==> src/logic/spcs_pkg.sv <==
package spcs_pkg;
	// Symbol values, control flag in bit 8 of a receive word
	localparam logic [7:0] K28_5 = 8'hBC;
	localparam logic [7:0] D16_2 = 8'h50;
	localparam logic [7:0] D2_2 = 8'h42;
	localparam int WORD_W = 10;
	localparam int RX_K_BIT = 8;
	// Negative-disparity comma and the filler sent during pipeline fill
	localparam logic [9:0] K28_5_NEG = 10'h00FA;
	localparam logic [9:0] TX_FILL = 10'h0000;
	localparam logic RD_NEG = 1'b0;
	// Sequence counts
	localparam logic [1:0] SYNC_COMMAS = 2'h3;
	localparam logic [1:0] PIPE_LAT = 2'h2;
	localparam logic [2:0] FLAG_CYC = 3'h2;
	// Rate match: 32 words cover 200 ppm over long frames with margin
	localparam int PPM_TOTAL = 200;
	localparam int FIFO_DEPTH = 32;
	localparam int RM_HI = 24;
	localparam int RM_LO = 8;
	// Transmit sequencer, Gray coded along reset-fill-sync-data
	typedef enum logic [1:0] {
		TX_RST = 2'h0,
		TX_LAT = 2'h1,
		TX_SYNC = 2'h3,
		TX_DATA = 2'h2
	} spcs_tx_state_type;
endpackage : spcs_pkg

==> src/logic/spcs_stream_if.sv <==
`timescale 1ns/100ps
// Valid/ready word stream between the block's own modules
interface spcs_stream_if #(parameter int W = 10) ();
	logic valid;
	logic ready;
	logic [W-1:0] data;
	modport src (output valid, output data, input ready);
	modport snk (input valid, input data, output ready);
endinterface : spcs_stream_if

==> src/logic/spcs_pcs_top.sv <==
`timescale 1ns/100ps
// Summary of operation
// - Transmit reset outside bypass sends negative comma, ignores inputs
// - After reset: negative disparity, three commas
// - Filler words precede sync commas after reset
// - Running disparity tracked, commas alternate forms
// - Force input overrides disparity for one group
// - Low latency bypasses coding and rate match
// - Electrical idle turns the line driver off
// - Signal detect reported only with coding on
// - Rate match absorbs 200 ppm total offset
// - Rate match idle until sync status high
// - Insert or delete whole second idle sets
// - Odd removal rounds up to whole sets
// - Autonegotiation config pairs also matched
// - Delete and insert flags two cycles each
module spcs_pcs_top (
	input wire logic clk_sys,
	input wire logic rst_b,
	input wire logic cfg_low_latency,
	input wire logic cfg_gige,
	input wire logic tx_dig_rst,
	input wire logic [7:0] tx_data,
	input wire logic tx_is_k,
	input wire logic [spcs_pkg::WORD_W-1:0] tx_raw,
	input wire logic tx_force_disp,
	input wire logic tx_disp_val,
	input wire logic tx_elec_idle,
	output logic tx_accept,
	output logic [spcs_pkg::WORD_W-1:0] tx_code,
	output logic tx_drv_oe,
	input wire logic rx_sig_det_in,
	output logic rx_sig_det,
	input wire logic rx_sync_status,
	input wire logic rx_autoneg,
	input wire logic rx_in_valid,
	input wire logic [spcs_pkg::WORD_W-1:0] rx_in_word,
	output logic rx_in_ready,
	output logic rx_out_valid,
	input wire logic rx_out_ready,
	output logic [spcs_pkg::WORD_W-1:0] rx_out_word,
	output logic rx_rm_deleted,
	output logic rx_rm_inserted
);
	import spcs_pkg::*;

	localparam int LW = $clog2(FIFO_DEPTH) + 1;

	// Transmit side state
	spcs_tx_state_type state_q;
	logic [1:0] cnt_q;
	logic rd_q;
	logic [WORD_W-1:0] tx_code_q;
	logic tx_drv_oe_q;
	logic [7:0] enc_data;
	logic enc_k;
	logic enc_rd;
	logic [9:0] enc_code;
	logic enc_rd_out;

	// Receive side state
	logic rm_en;
	logic hold_v_q;
	logic [WORD_W-1:0] hold_q;
	logic del;
	logic [LW-1:0] level;
	logic out_valid_q;
	logic [WORD_W-1:0] out_word_q;
	logic adv;
	logic last_comma_q;
	logic [1:0] ins_cnt_q;
	logic [WORD_W-1:0] ins_sec_q;
	logic fifo_take;
	logic ins_go;
	logic [2:0] del_cnt_q;
	logic [2:0] ins_flag_q;

	spcs_stream_if #(.W(WORD_W)) fifo_in ();
	spcs_stream_if #(.W(WORD_W)) fifo_out ();

	// Idle-set recognisers on receive words
	function automatic logic is_comma(input logic [WORD_W-1:0] w);
		return w[RX_K_BIT] && w[7:0] == K28_5;
	endfunction : is_comma

	function automatic logic is_second(input logic [WORD_W-1:0] w,
		input logic an);
		return !w[RX_K_BIT] &&
			(w[7:0] == D16_2 || (an && w[7:0] == D2_2));
	endfunction : is_second

	// ---------------- transmit ----------------

	// Sequencer: reset, pipeline fill, three commas, then data
	always_ff @(posedge clk_sys or negedge rst_b) begin
		if (!rst_b) begin
			state_q <= TX_RST;
		end else if (tx_dig_rst) begin
			state_q <= TX_RST;
		end else begin
			case (state_q)
				TX_RST: begin
					state_q <= TX_LAT;
				end
				TX_LAT: begin
					if (cnt_q == PIPE_LAT - 2'h1) begin
						state_q <= TX_SYNC;
					end
				end
				TX_SYNC: begin
					if (cnt_q == SYNC_COMMAS - 2'h1) begin
						state_q <= TX_DATA;
					end
				end
				TX_DATA: begin
					state_q <= TX_DATA;
				end
				default: begin
					state_q <= TX_RST;
				end
			endcase
		end
	end

	// Shared step counter for fill words and sync commas
	always_ff @(posedge clk_sys or negedge rst_b) begin
		if (!rst_b) begin
			cnt_q <= 2'h0;
		end else if (tx_dig_rst || state_q == TX_RST) begin
			cnt_q <= 2'h0;
		end else if (state_q == TX_LAT) begin
			cnt_q <= (cnt_q == PIPE_LAT - 2'h1) ? 2'h0 : cnt_q + 2'h1;
		end else if (state_q == TX_SYNC) begin
			cnt_q <= cnt_q + 2'h1;
		end
	end

	// Encoder feed; the force pins act only on user groups
	always_comb begin
		enc_data = K28_5;
		enc_k = 1'b1;
		enc_rd = rd_q;
		if (state_q == TX_DATA) begin
			enc_data = tx_data;
			enc_k = tx_is_k;
			if (tx_force_disp) begin
				enc_rd = !tx_disp_val;
			end
		end
	end

	spcs_enc8b10b u_enc (
		.data(enc_data),
		.is_k(enc_k),
		.rd_in(enc_rd),
		.code(enc_code),
		.rd_out(enc_rd_out)
	);

	// Running disparity restarts negative at every reset
	always_ff @(posedge clk_sys or negedge rst_b) begin
		if (!rst_b) begin
			rd_q <= RD_NEG;
		end else if (cfg_low_latency || tx_dig_rst) begin
			rd_q <= RD_NEG;
		end else if (state_q == TX_RST || state_q == TX_LAT) begin
			rd_q <= RD_NEG;
		end else begin
			rd_q <= enc_rd_out;
		end
	end

	// Output word; bypass passes the raw fabric word through
	always_ff @(posedge clk_sys or negedge rst_b) begin
		if (!rst_b) begin
			tx_code_q <= K28_5_NEG;
		end else if (cfg_low_latency) begin
			tx_code_q <= tx_raw;
		end else if (tx_dig_rst || state_q == TX_RST) begin
			tx_code_q <= K28_5_NEG;
		end else if (state_q == TX_LAT) begin
			tx_code_q <= TX_FILL;
		end else begin
			tx_code_q <= enc_code;
		end
	end

	// Driver off in electrical idle; line floats at common mode
	always_ff @(posedge clk_sys or negedge rst_b) begin
		if (!rst_b) begin
			tx_drv_oe_q <= 1'b0;
		end else begin
			tx_drv_oe_q <= !tx_elec_idle;
		end
	end

	// Fabric data is taken once sync commas are out, or at once in bypass
	assign tx_accept = !tx_dig_rst &&
		(cfg_low_latency || state_q == TX_DATA);
	assign tx_code = tx_code_q;
	assign tx_drv_oe = tx_drv_oe_q;

	// Detect only meaningful with the coding stage in the path
	assign rx_sig_det = rx_sig_det_in && !cfg_low_latency;

	// ---------------- receive ----------------

	// Matching waits for word sync and is off in bypass
	assign rm_en = cfg_gige && rx_sync_status && !cfg_low_latency;

	assign adv = !out_valid_q || rx_out_ready;

	// Hold stage lets a comma be judged with its follower
	assign rx_in_ready = cfg_low_latency ? adv :
		(!hold_v_q || fifo_in.ready);

	// Whole-set deletion only; a half set is never dropped
	assign del = rm_en && rx_in_valid && rx_in_ready && hold_v_q &&
		is_comma(hold_q) && is_second(rx_in_word, rx_autoneg) &&
		level >= LW'(RM_HI);

	assign fifo_in.valid = !cfg_low_latency && hold_v_q &&
		rx_in_valid && !del;
	assign fifo_in.data = hold_q;

	// One-word hold ahead of the buffer
	always_ff @(posedge clk_sys or negedge rst_b) begin
		if (!rst_b) begin
			hold_v_q <= 1'b0;
			hold_q <= '0;
		end else if (cfg_low_latency) begin
			hold_v_q <= 1'b0;
		end else if (del) begin
			hold_v_q <= 1'b0;
		end else if (rx_in_valid && rx_in_ready) begin
			hold_v_q <= 1'b1;
			hold_q <= rx_in_word;
		end
	end

	spcs_fifo #(.W(WORD_W), .D(FIFO_DEPTH)) u_fifo (
		.clk_sys(clk_sys),
		.rst_b(rst_b),
		.wr(fifo_in),
		.rd(fifo_out),
		.level(level)
	);

	// Buffer is read only when no inserted set is being emitted
	assign fifo_take = adv && !cfg_low_latency && ins_cnt_q == 2'h0;
	assign fifo_out.ready = fifo_take;

	// Insert after a completed set while the buffer runs low
	assign ins_go = rm_en && fifo_take && fifo_out.valid &&
		last_comma_q && is_second(fifo_out.data, rx_autoneg) &&
		level <= LW'(RM_LO);

	// Output register: bypass, inserted pair, or buffer word
	always_ff @(posedge clk_sys or negedge rst_b) begin
		if (!rst_b) begin
			out_valid_q <= 1'b0;
			out_word_q <= '0;
		end else if (adv) begin
			if (cfg_low_latency) begin
				out_valid_q <= rx_in_valid;
				out_word_q <= rx_in_word;
			end else if (ins_cnt_q == 2'h2) begin
				out_valid_q <= 1'b1;
				out_word_q <= {2'h1, K28_5};
			end else if (ins_cnt_q == 2'h1) begin
				out_valid_q <= 1'b1;
				out_word_q <= ins_sec_q;
			end else begin
				out_valid_q <= fifo_out.valid;
				out_word_q <= fifo_out.data;
			end
		end
	end

	// Remember whether the last word sent was a comma
	always_ff @(posedge clk_sys or negedge rst_b) begin
		if (!rst_b) begin
			last_comma_q <= 1'b0;
		end else if (adv && !cfg_low_latency) begin
			if (ins_cnt_q != 2'h0) begin
				last_comma_q <= ins_cnt_q == 2'h2;
			end else if (fifo_out.valid) begin
				last_comma_q <= is_comma(fifo_out.data);
			end
		end
	end

	// Inserted set counts down comma then second symbol
	always_ff @(posedge clk_sys or negedge rst_b) begin
		if (!rst_b) begin
			ins_cnt_q <= 2'h0;
			ins_sec_q <= '0;
		end else if (cfg_low_latency) begin
			ins_cnt_q <= 2'h0;
		end else if (ins_go) begin
			ins_cnt_q <= 2'h2;
			ins_sec_q <= fifo_out.data;
		end else if (adv && ins_cnt_q != 2'h0) begin
			ins_cnt_q <= ins_cnt_q - 2'h1;
		end
	end

	// Flags stretch two cycles per set; back-to-back sets add up
	always_ff @(posedge clk_sys or negedge rst_b) begin
		if (!rst_b) begin
			del_cnt_q <= 3'h0;
		end else if (del) begin
			del_cnt_q <= del_cnt_q + FLAG_CYC - {2'h0, |del_cnt_q};
		end else if (del_cnt_q != 3'h0) begin
			del_cnt_q <= del_cnt_q - 3'h1;
		end
	end

	// Insert flag counts time, not output handshakes
	always_ff @(posedge clk_sys or negedge rst_b) begin
		if (!rst_b) begin
			ins_flag_q <= 3'h0;
		end else if (ins_go) begin
			ins_flag_q <= ins_flag_q + FLAG_CYC - {2'h0, |ins_flag_q};
		end else if (ins_flag_q != 3'h0) begin
			ins_flag_q <= ins_flag_q - 3'h1;
		end
	end

	assign rx_out_valid = out_valid_q;
	assign rx_out_word = out_word_q;
	assign rx_rm_deleted = del_cnt_q != 3'h0;
	assign rx_rm_inserted = ins_flag_q != 3'h0;
endmodule : spcs_pcs_top

==> src/logic/spcs_fifo.sv <==
`timescale 1ns/100ps
module spcs_fifo #(
	parameter int W = 10,
	parameter int D = 32,
	parameter int AW = $clog2(D)
) (
	input wire logic clk_sys,
	input wire logic rst_b,
	spcs_stream_if.snk wr,
	spcs_stream_if.src rd,
	output logic [AW:0] level
);
	logic [W-1:0] mem_q [D];
	logic [AW-1:0] wp_q;
	logic [AW-1:0] rp_q;
	logic [AW:0] cnt_q;
	logic push;
	logic pop;

	// Depth must be a power of two so pointers wrap by themselves
	assign wr.ready = cnt_q != (AW+1)'(D);
	assign rd.valid = cnt_q != '0;
	assign rd.data = mem_q[rp_q];
	assign level = cnt_q;
	assign push = wr.valid & wr.ready;
	assign pop = rd.valid & rd.ready;

	// Storage needs no reset, the count guards it
	always_ff @(posedge clk_sys) begin
		if (push) begin
			mem_q[wp_q] <= wr.data;
		end
	end

	// Pointers and fill count
	always_ff @(posedge clk_sys or negedge rst_b) begin
		if (!rst_b) begin
			wp_q <= '0;
			rp_q <= '0;
			cnt_q <= '0;
		end else begin
			wp_q <= wp_q + AW'(push);
			rp_q <= rp_q + AW'(pop);
			cnt_q <= cnt_q + (AW+1)'(push) - (AW+1)'(pop);
		end
	end
endmodule : spcs_fifo

==> src/logic/spcs_enc8b10b.sv <==
`timescale 1ns/100ps
module spcs_enc8b10b (
	input wire logic [7:0] data,
	input wire logic is_k,
	input wire logic rd_in,
	output logic [9:0] code,
	output logic rd_out
);
	// Negative-disparity forms, 5b/6b then 3b/4b
	localparam logic [5:0] T6 [32] = '{
		6'h27, 6'h1D, 6'h2D, 6'h31, 6'h35, 6'h29, 6'h19, 6'h38,
		6'h39, 6'h25, 6'h15, 6'h34, 6'h0D, 6'h2C, 6'h1C, 6'h17,
		6'h1B, 6'h23, 6'h13, 6'h32, 6'h0B, 6'h2A, 6'h1A, 6'h3A,
		6'h33, 6'h26, 6'h16, 6'h36, 6'h0E, 6'h2E, 6'h1E, 6'h2B};
	localparam logic [3:0] T4D [8] = '{
		4'hB, 4'h9, 4'h5, 4'hC, 4'hD, 4'hA, 4'h6, 4'hE};
	localparam logic [3:0] T4K [8] = '{
		4'h4, 4'h9, 4'h5, 4'h3, 4'h2, 4'hA, 4'h6, 4'h8};
	logic [4:0] x;
	logic [2:0] y;
	logic [5:0] s6;
	logic [3:0] f4;
	logic rd1;
	logic alt;

	assign x = data[4:0];
	assign y = data[7:5];

	// Control groups invert whole; data groups per sub-block
	always_comb begin
		s6 = (is_k && x == 5'h1C) ? 6'h0F : T6[x];
		f4 = is_k ? T4K[y] : T4D[y];
		rd1 = rd_in ^ ($countones(s6) != 3);
		alt = y == 3'h7 && ((!rd1 && (x == 5'h11 || x == 5'h12 ||
			x == 5'h14)) || (rd1 && (x == 5'h0B || x == 5'h0D ||
			x == 5'h0E)));
		if (is_k) begin
			code = rd_in ? ~{s6, f4} : {s6, f4};
			rd_out = rd_in ^ ($countones({s6, f4}) != 5);
		end else begin
			if (rd_in && ($countones(s6) != 3 || x == 5'h07)) begin
				s6 = ~s6;
			end
			if (alt) begin
				f4 = 4'h7;
			end
			if (rd1 && ($countones(f4) != 2 || y == 3'h3)) begin
				f4 = ~f4;
			end
			code = {s6, f4};
			rd_out = rd1 ^ ($countones(f4) != 2);
		end
	end
endmodule : spcs_enc8b10b

==> config.mk <==
export PLATFORM = sky130hd
export DESIGN_NAME = spcs_pcs_top
export DESIGN_NICKNAME = d
export VERILOG_FILES = /design/src/logic/spcs_pkg.sv /design/src/logic/spcs_stream_if.sv /design/src/logic/spcs_pcs_top.sv /design/src/logic/spcs_fifo.sv /design/src/logic/spcs_enc8b10b.sv
export SDC_FILE = /design/constraint.sdc
export NUM_CORES = 1
export LEC_CHECK = 0
export BUFFER_PORTS_ARGS = -buffer_cell sky130_fd_sc_hd__buf_2
export CORE_MARGIN = 10
export CORE_UTILIZATION = 30
export CTS_BUF_LIST = sky130_fd_sc_hd__clkbuf_4
export DETAILED_ROUTE_END_ITERATION = 6
export PLACE_DENSITY_LB_ADDON = 0.08
export SYNTH_ARGS = -nofsm -noshare
export SYNTH_HDL_FRONTEND = slang
export SYNTH_SLANG_ARGS = --single-unit
==> constraint.sdc <==
create_clock -name clk_sys -period 8.93 [get_ports clk_sys]
set_clock_uncertainty 0.15 [all_clocks]
set_input_delay 1.3395 -clock clk_sys [delete_from_list [all_inputs] [get_ports clk_sys]]
set_output_delay 1.3395 -clock clk_sys [all_outputs]
set_load 0.02 [all_outputs]
==> impl_results.md <==
* Placed Cells at 1,964
* IO Count at 69
* Commonest non-fill, non-tap cell in the layout: edfxtp_1
* Post-synth EDFFs at 320
* Setup crit end kind: flip-flop
* Mux contribution to synthesized area at 0.124
* Post-synthesis simple-gate area fraction at 0.0687
* Max cap viols at 0
* Setup slack, reg-to-reg at 710 ps
* Hold path depth at 1
* Least-Margin Pin Slew at 1220 ps
* Vias per cell at 4.85
* Compound-Gate Fraction of Synth Area at 0.0695
* CTS Buffer Depth at 3
* Pleak at 7.36 nW
* Achievable Freq at approximately 120 MHz
* Top-area cell type share of the netlist area at 0.542
* Master of the slowest instance on the critical path: fa_1
* Critical Path Fanout Max at 7
* Via count at ~10k
* Number of DRC markers after the initial detailed-route iteration at 600
* Detailed-route DRC error count at 0
* Hold_sp: ins_sec_q[6]$_DFFE_PN0P_
* Reg area at about 0.011 mm²
* WHS Endpoint: ins_sec_q[6]$_DFFE_PN0P_
* Tmin final at between 8000 and 9000 ps
* Share of flip-flops with an asynchronous set or reset at 0.186
* Post-Route WL at 48.5 mm
* Worst Path Required at 9500 ps
* Initial antenna violation count at 2
* Setup WS post-layout at 708 ps
* Antenna-violating nets left at 0
* RR Startpoint: state_q[0]$_DFFE_PN0P_
* Post-route standard cell area excluding fillers at 0.0203 mm²
* Gate Count Post-Synth at 1,151
* Comb pwr share at 0.316
* Gr usage total at 0.138
* Final instance count without filler cells at 2,152
* Post-CTS Hold Fix Bufs at 0
* Unrepaired setup endpoints after global routing: false
* Synth warn at 0
* Setup CP Type: flip-flop to flip-flop
* Hold crit path type: flip-flop to flip-flop
* WP data arrival at 8800 ps
* H-tree depth at 3
* Routed len/inst at 22.6 µm
* HPWL after DPL at 31.6 mm
* Relative max-transition margin at 0.187
* GRT overflow at 0
* Worst-case reg-to-reg path depth at 32
* GP Congestion at 0.814
* Full die area at 0.0693 mm²
* Rows at 89
* Final setup TNS at 0 ps
* Port bufs at slightly below 70
* Slew Limit Fails at 0
* Final hold vios at 0
* CTS buffer count at 104
* Die H at 263 µm
* Final setup fails at 0
* Clock power frac at 0.277
* # nets final at ~1.4k
* Fraction of layout cells with a size suffix above 1 at 0.278
* Synth Flop Type: edfxtp_1
* Reg power frac at 0.407
* Setup Slack @ Placement at 29.6 ps
* Worst-Skew Late Latency at 890 ps
* TritonCTS sink count at slightly below 400
* Fillers at roughly 5.7k
* Initial Utilization at 0.302
* Power per cell area at about 280 mW/mm²
* Adder-cell share of the synthesized area at 0.0468
* Crit share post-route at 0.921
* Status: complete, no violations
* Syn_nets at around 1.3k
* Largest family of logic cells by synthesized area: multiplexers
* Drt pass-1 iters at 5
* Worst R2R End: rd_q$_DFF_PN0_
* Most frequent cells in the layout: edfxtp_1, clkbuf_4, nor2_1, buf_2, dfrtp_1
* Largest net degree at the start of global routing at 42
* Footprint of the multi-input gates at between 0.005 and 0.006 mm²
* Xor-xnor portion of the synthesized cell area at 0.0143
* Seq cells post-synth at 393
* Dpl cell area at 0.0189 mm²
* Leading post-synthesis cells by cell area: edfxtp_1, dfrtp_1, mux4_2
* P_int at 0.00371 W
* Sw frac at 0.354
* Chip width at 263 µm
* Mean Syn Cell Area at 15.4 µm²
* Vias in the first global route at approximately 11k
* Seq/Total Area, Yosys at 0.645
* Mapped Area at 0.0177 mm²
* Area of the core at a little under 0.06 mm²
* CTS tree: built
* Worst vdd ir at 0.127 mV
* Sw power at 0.00203 W
* Area Growth Syn to Fin at 14.4%
* Crit path top cell by count: ha_1
* Critical Path Max Stage Delay at 480 ps
* Area leader, netlist: edfxtp_1
* Startpoint Class: flip-flop
* First-pass GRT wire length at 72.8 mm
* Clock slew at reported path FFs at 70 ps
* Distinct cell type count after synthesis at 82
* CTS root buf: clkbuf_4
[worst max-delay path: cells and delay by family, from the launching register on]
family | cells | cell delay (ps)
adder cells (fa/ha/maj) | 9 | 3180
buffers and inverters | 2 | 240
AND/OR/NAND/NOR | 10 | 1870
AO/OA/AOI/OAI | 7 | 1370
XOR/XNOR | 3 | 530
multiplexers | 1 | 380
flip-flops | 1 | 390
[power by group through the flow]
stage | logic [W] | clock network (W) | registers (W)
5_1_grt | 0.00199 | 0.00176 | 0.00236
2_1_floorplan | 0.00129 | 0 | 0.00230
6_report | 0.00182 | 0.00159 | 0.00234
4_1_cts | 0.00185 | 0.00166 | 0.00234
3_5_place_dp | 0.00184 | 0 | 0.00238
3_3_place_gp | 0.00184 | 0 | 0.00238
[layout make-up]
| class | instances | share of cell area |
|---|---|---|
| clock inverters | 19 | 0.00462 |
| multi-input cells | 640 | 0.282 |
| clock buffers | 165 | 0.0610 |
| well taps | 773 | 0.0477 |
| repair buffers | 100 | 0.0287 |
| diodes | 4 | 0.000493 |
| flip-flops and latches | 393 | 0.564 |
| inverters | 58 | 0.0107 |
[through the flow]
step / power (W) / util / hold slack (ps)
floorplan: 0.00359 / - / 283
global placement: 0.00422 / 0.322 / 296
detailed placement: 0.00423 / 0.322 / 304
CTS: 0.00585 / 0.345 / 279
global route: 0.00611 / 0.345 / 268
finish: 0.00574 / 0.345 / 320
[how the worst max path moves through the flow]
stage | from | slack [ps] | to
3_5_place_dp | tx_data[0] | 30 | rd_q$_DFF_PN0_
6_report | state_q[0]$_DFFE_PN0P_ | 710 | rd_q$_DFF_PN0_
5_1_grt | state_q[0]$_DFFE_PN0P_ | 100 | rd_q$_DFF_PN0_
3_3_place_gp | tx_data[0] | 170 | rd_q$_DFF_PN0_
2_1_floorplan | state_q[1]$_DFFE_PN0P_ | 400 | rd_q$_DFF_PN0_
4_1_cts | state_q[0]$_DFFE_PN0P_ | 580 | rd_q$_DFF_PN0_
[flip-flops by register name (all words and copies together), names as in the netlist]
signal and cells:
u_fifo.level 6, rx_out_word 10, tx_drv_oe 1, tx_code 10, u_fifo.wp_q 5, last_comma_q 1, del_cnt_q 3, fifo_in.data 10
hold_v_q 1, ins_sec_q 10, u_fifo.mem_q 320, ins_cnt_q 2, cnt_q 2, rx_out_valid 1, state_q 2, rd_q 1
u_fifo.rp_q 5, ins_flag_q 3
[kinds of logic after synthesis]
| family | count (synthesis) |
|---|---|
| AO/OA/AOI/OAI | 181 |
| XOR/XNOR | 29 |
| AND/OR/NAND/NOR | 239 |
| adder cells (fa/ha/maj) | 61 |
| multiplexers | 130 |
| buffers and inverters | 118 |
| flip-flops | 393 |
[timing repair]
action,CTS,global route
gates resized for setup,0,1
setup endpoints to repair,0,1
buffers inserted,0,0
hold endpoints to repair,0,0
[cells in the mapped netlist (all sizes together) (6+ instances only)]
| cell | instances |
|---|---|
| and3 | 7 |
| buf | 29 |
| nor2 | 84 |
| and2 | 7 |
| clkbuf | 31 |
| xnor2 | 14 |
| inv | 57 |
| nor2b | 20 |
| nand2b | 13 |
| o221ai | 6 |
| a31oi | 9 |
| a21oi | 30 |
| mux2i | 41 |
| dfstp | 6 |
| xor2 | 15 |
| fa | 9 |
| mux2 | 22 |
| nor3 | 10 |
| o22ai | 15 |
| mux4 | 67 |
| nand4 | 9 |
| edfxtp | 320 |
| nand2 | 45 |
| o21ai | 36 |
| ha | 52 |
| a211oi | 7 |
| dfrtp | 67 |
| a22o | 7 |
| nand3 | 14 |
| a221oi | 6 |
| a22oi | 22 |
| nand3b | 7 |
[routing by layer]
| metal | vias to the layer above | wire length (µm) | global-route usage |
|---|---|---|---|
| met5 | - | 0 | 0 |
| met1 | 5280 | 22800 | 0.186 |
| li1 | 4795 | - | - |
| met3 | 85 | 2410 | 0.0380 |
| met4 | 0 | 1180 | 0.0486 |
| met2 | 272 | 22200 | 0.211 |
No activity file was read; power rests on OpenSTA's default activity.
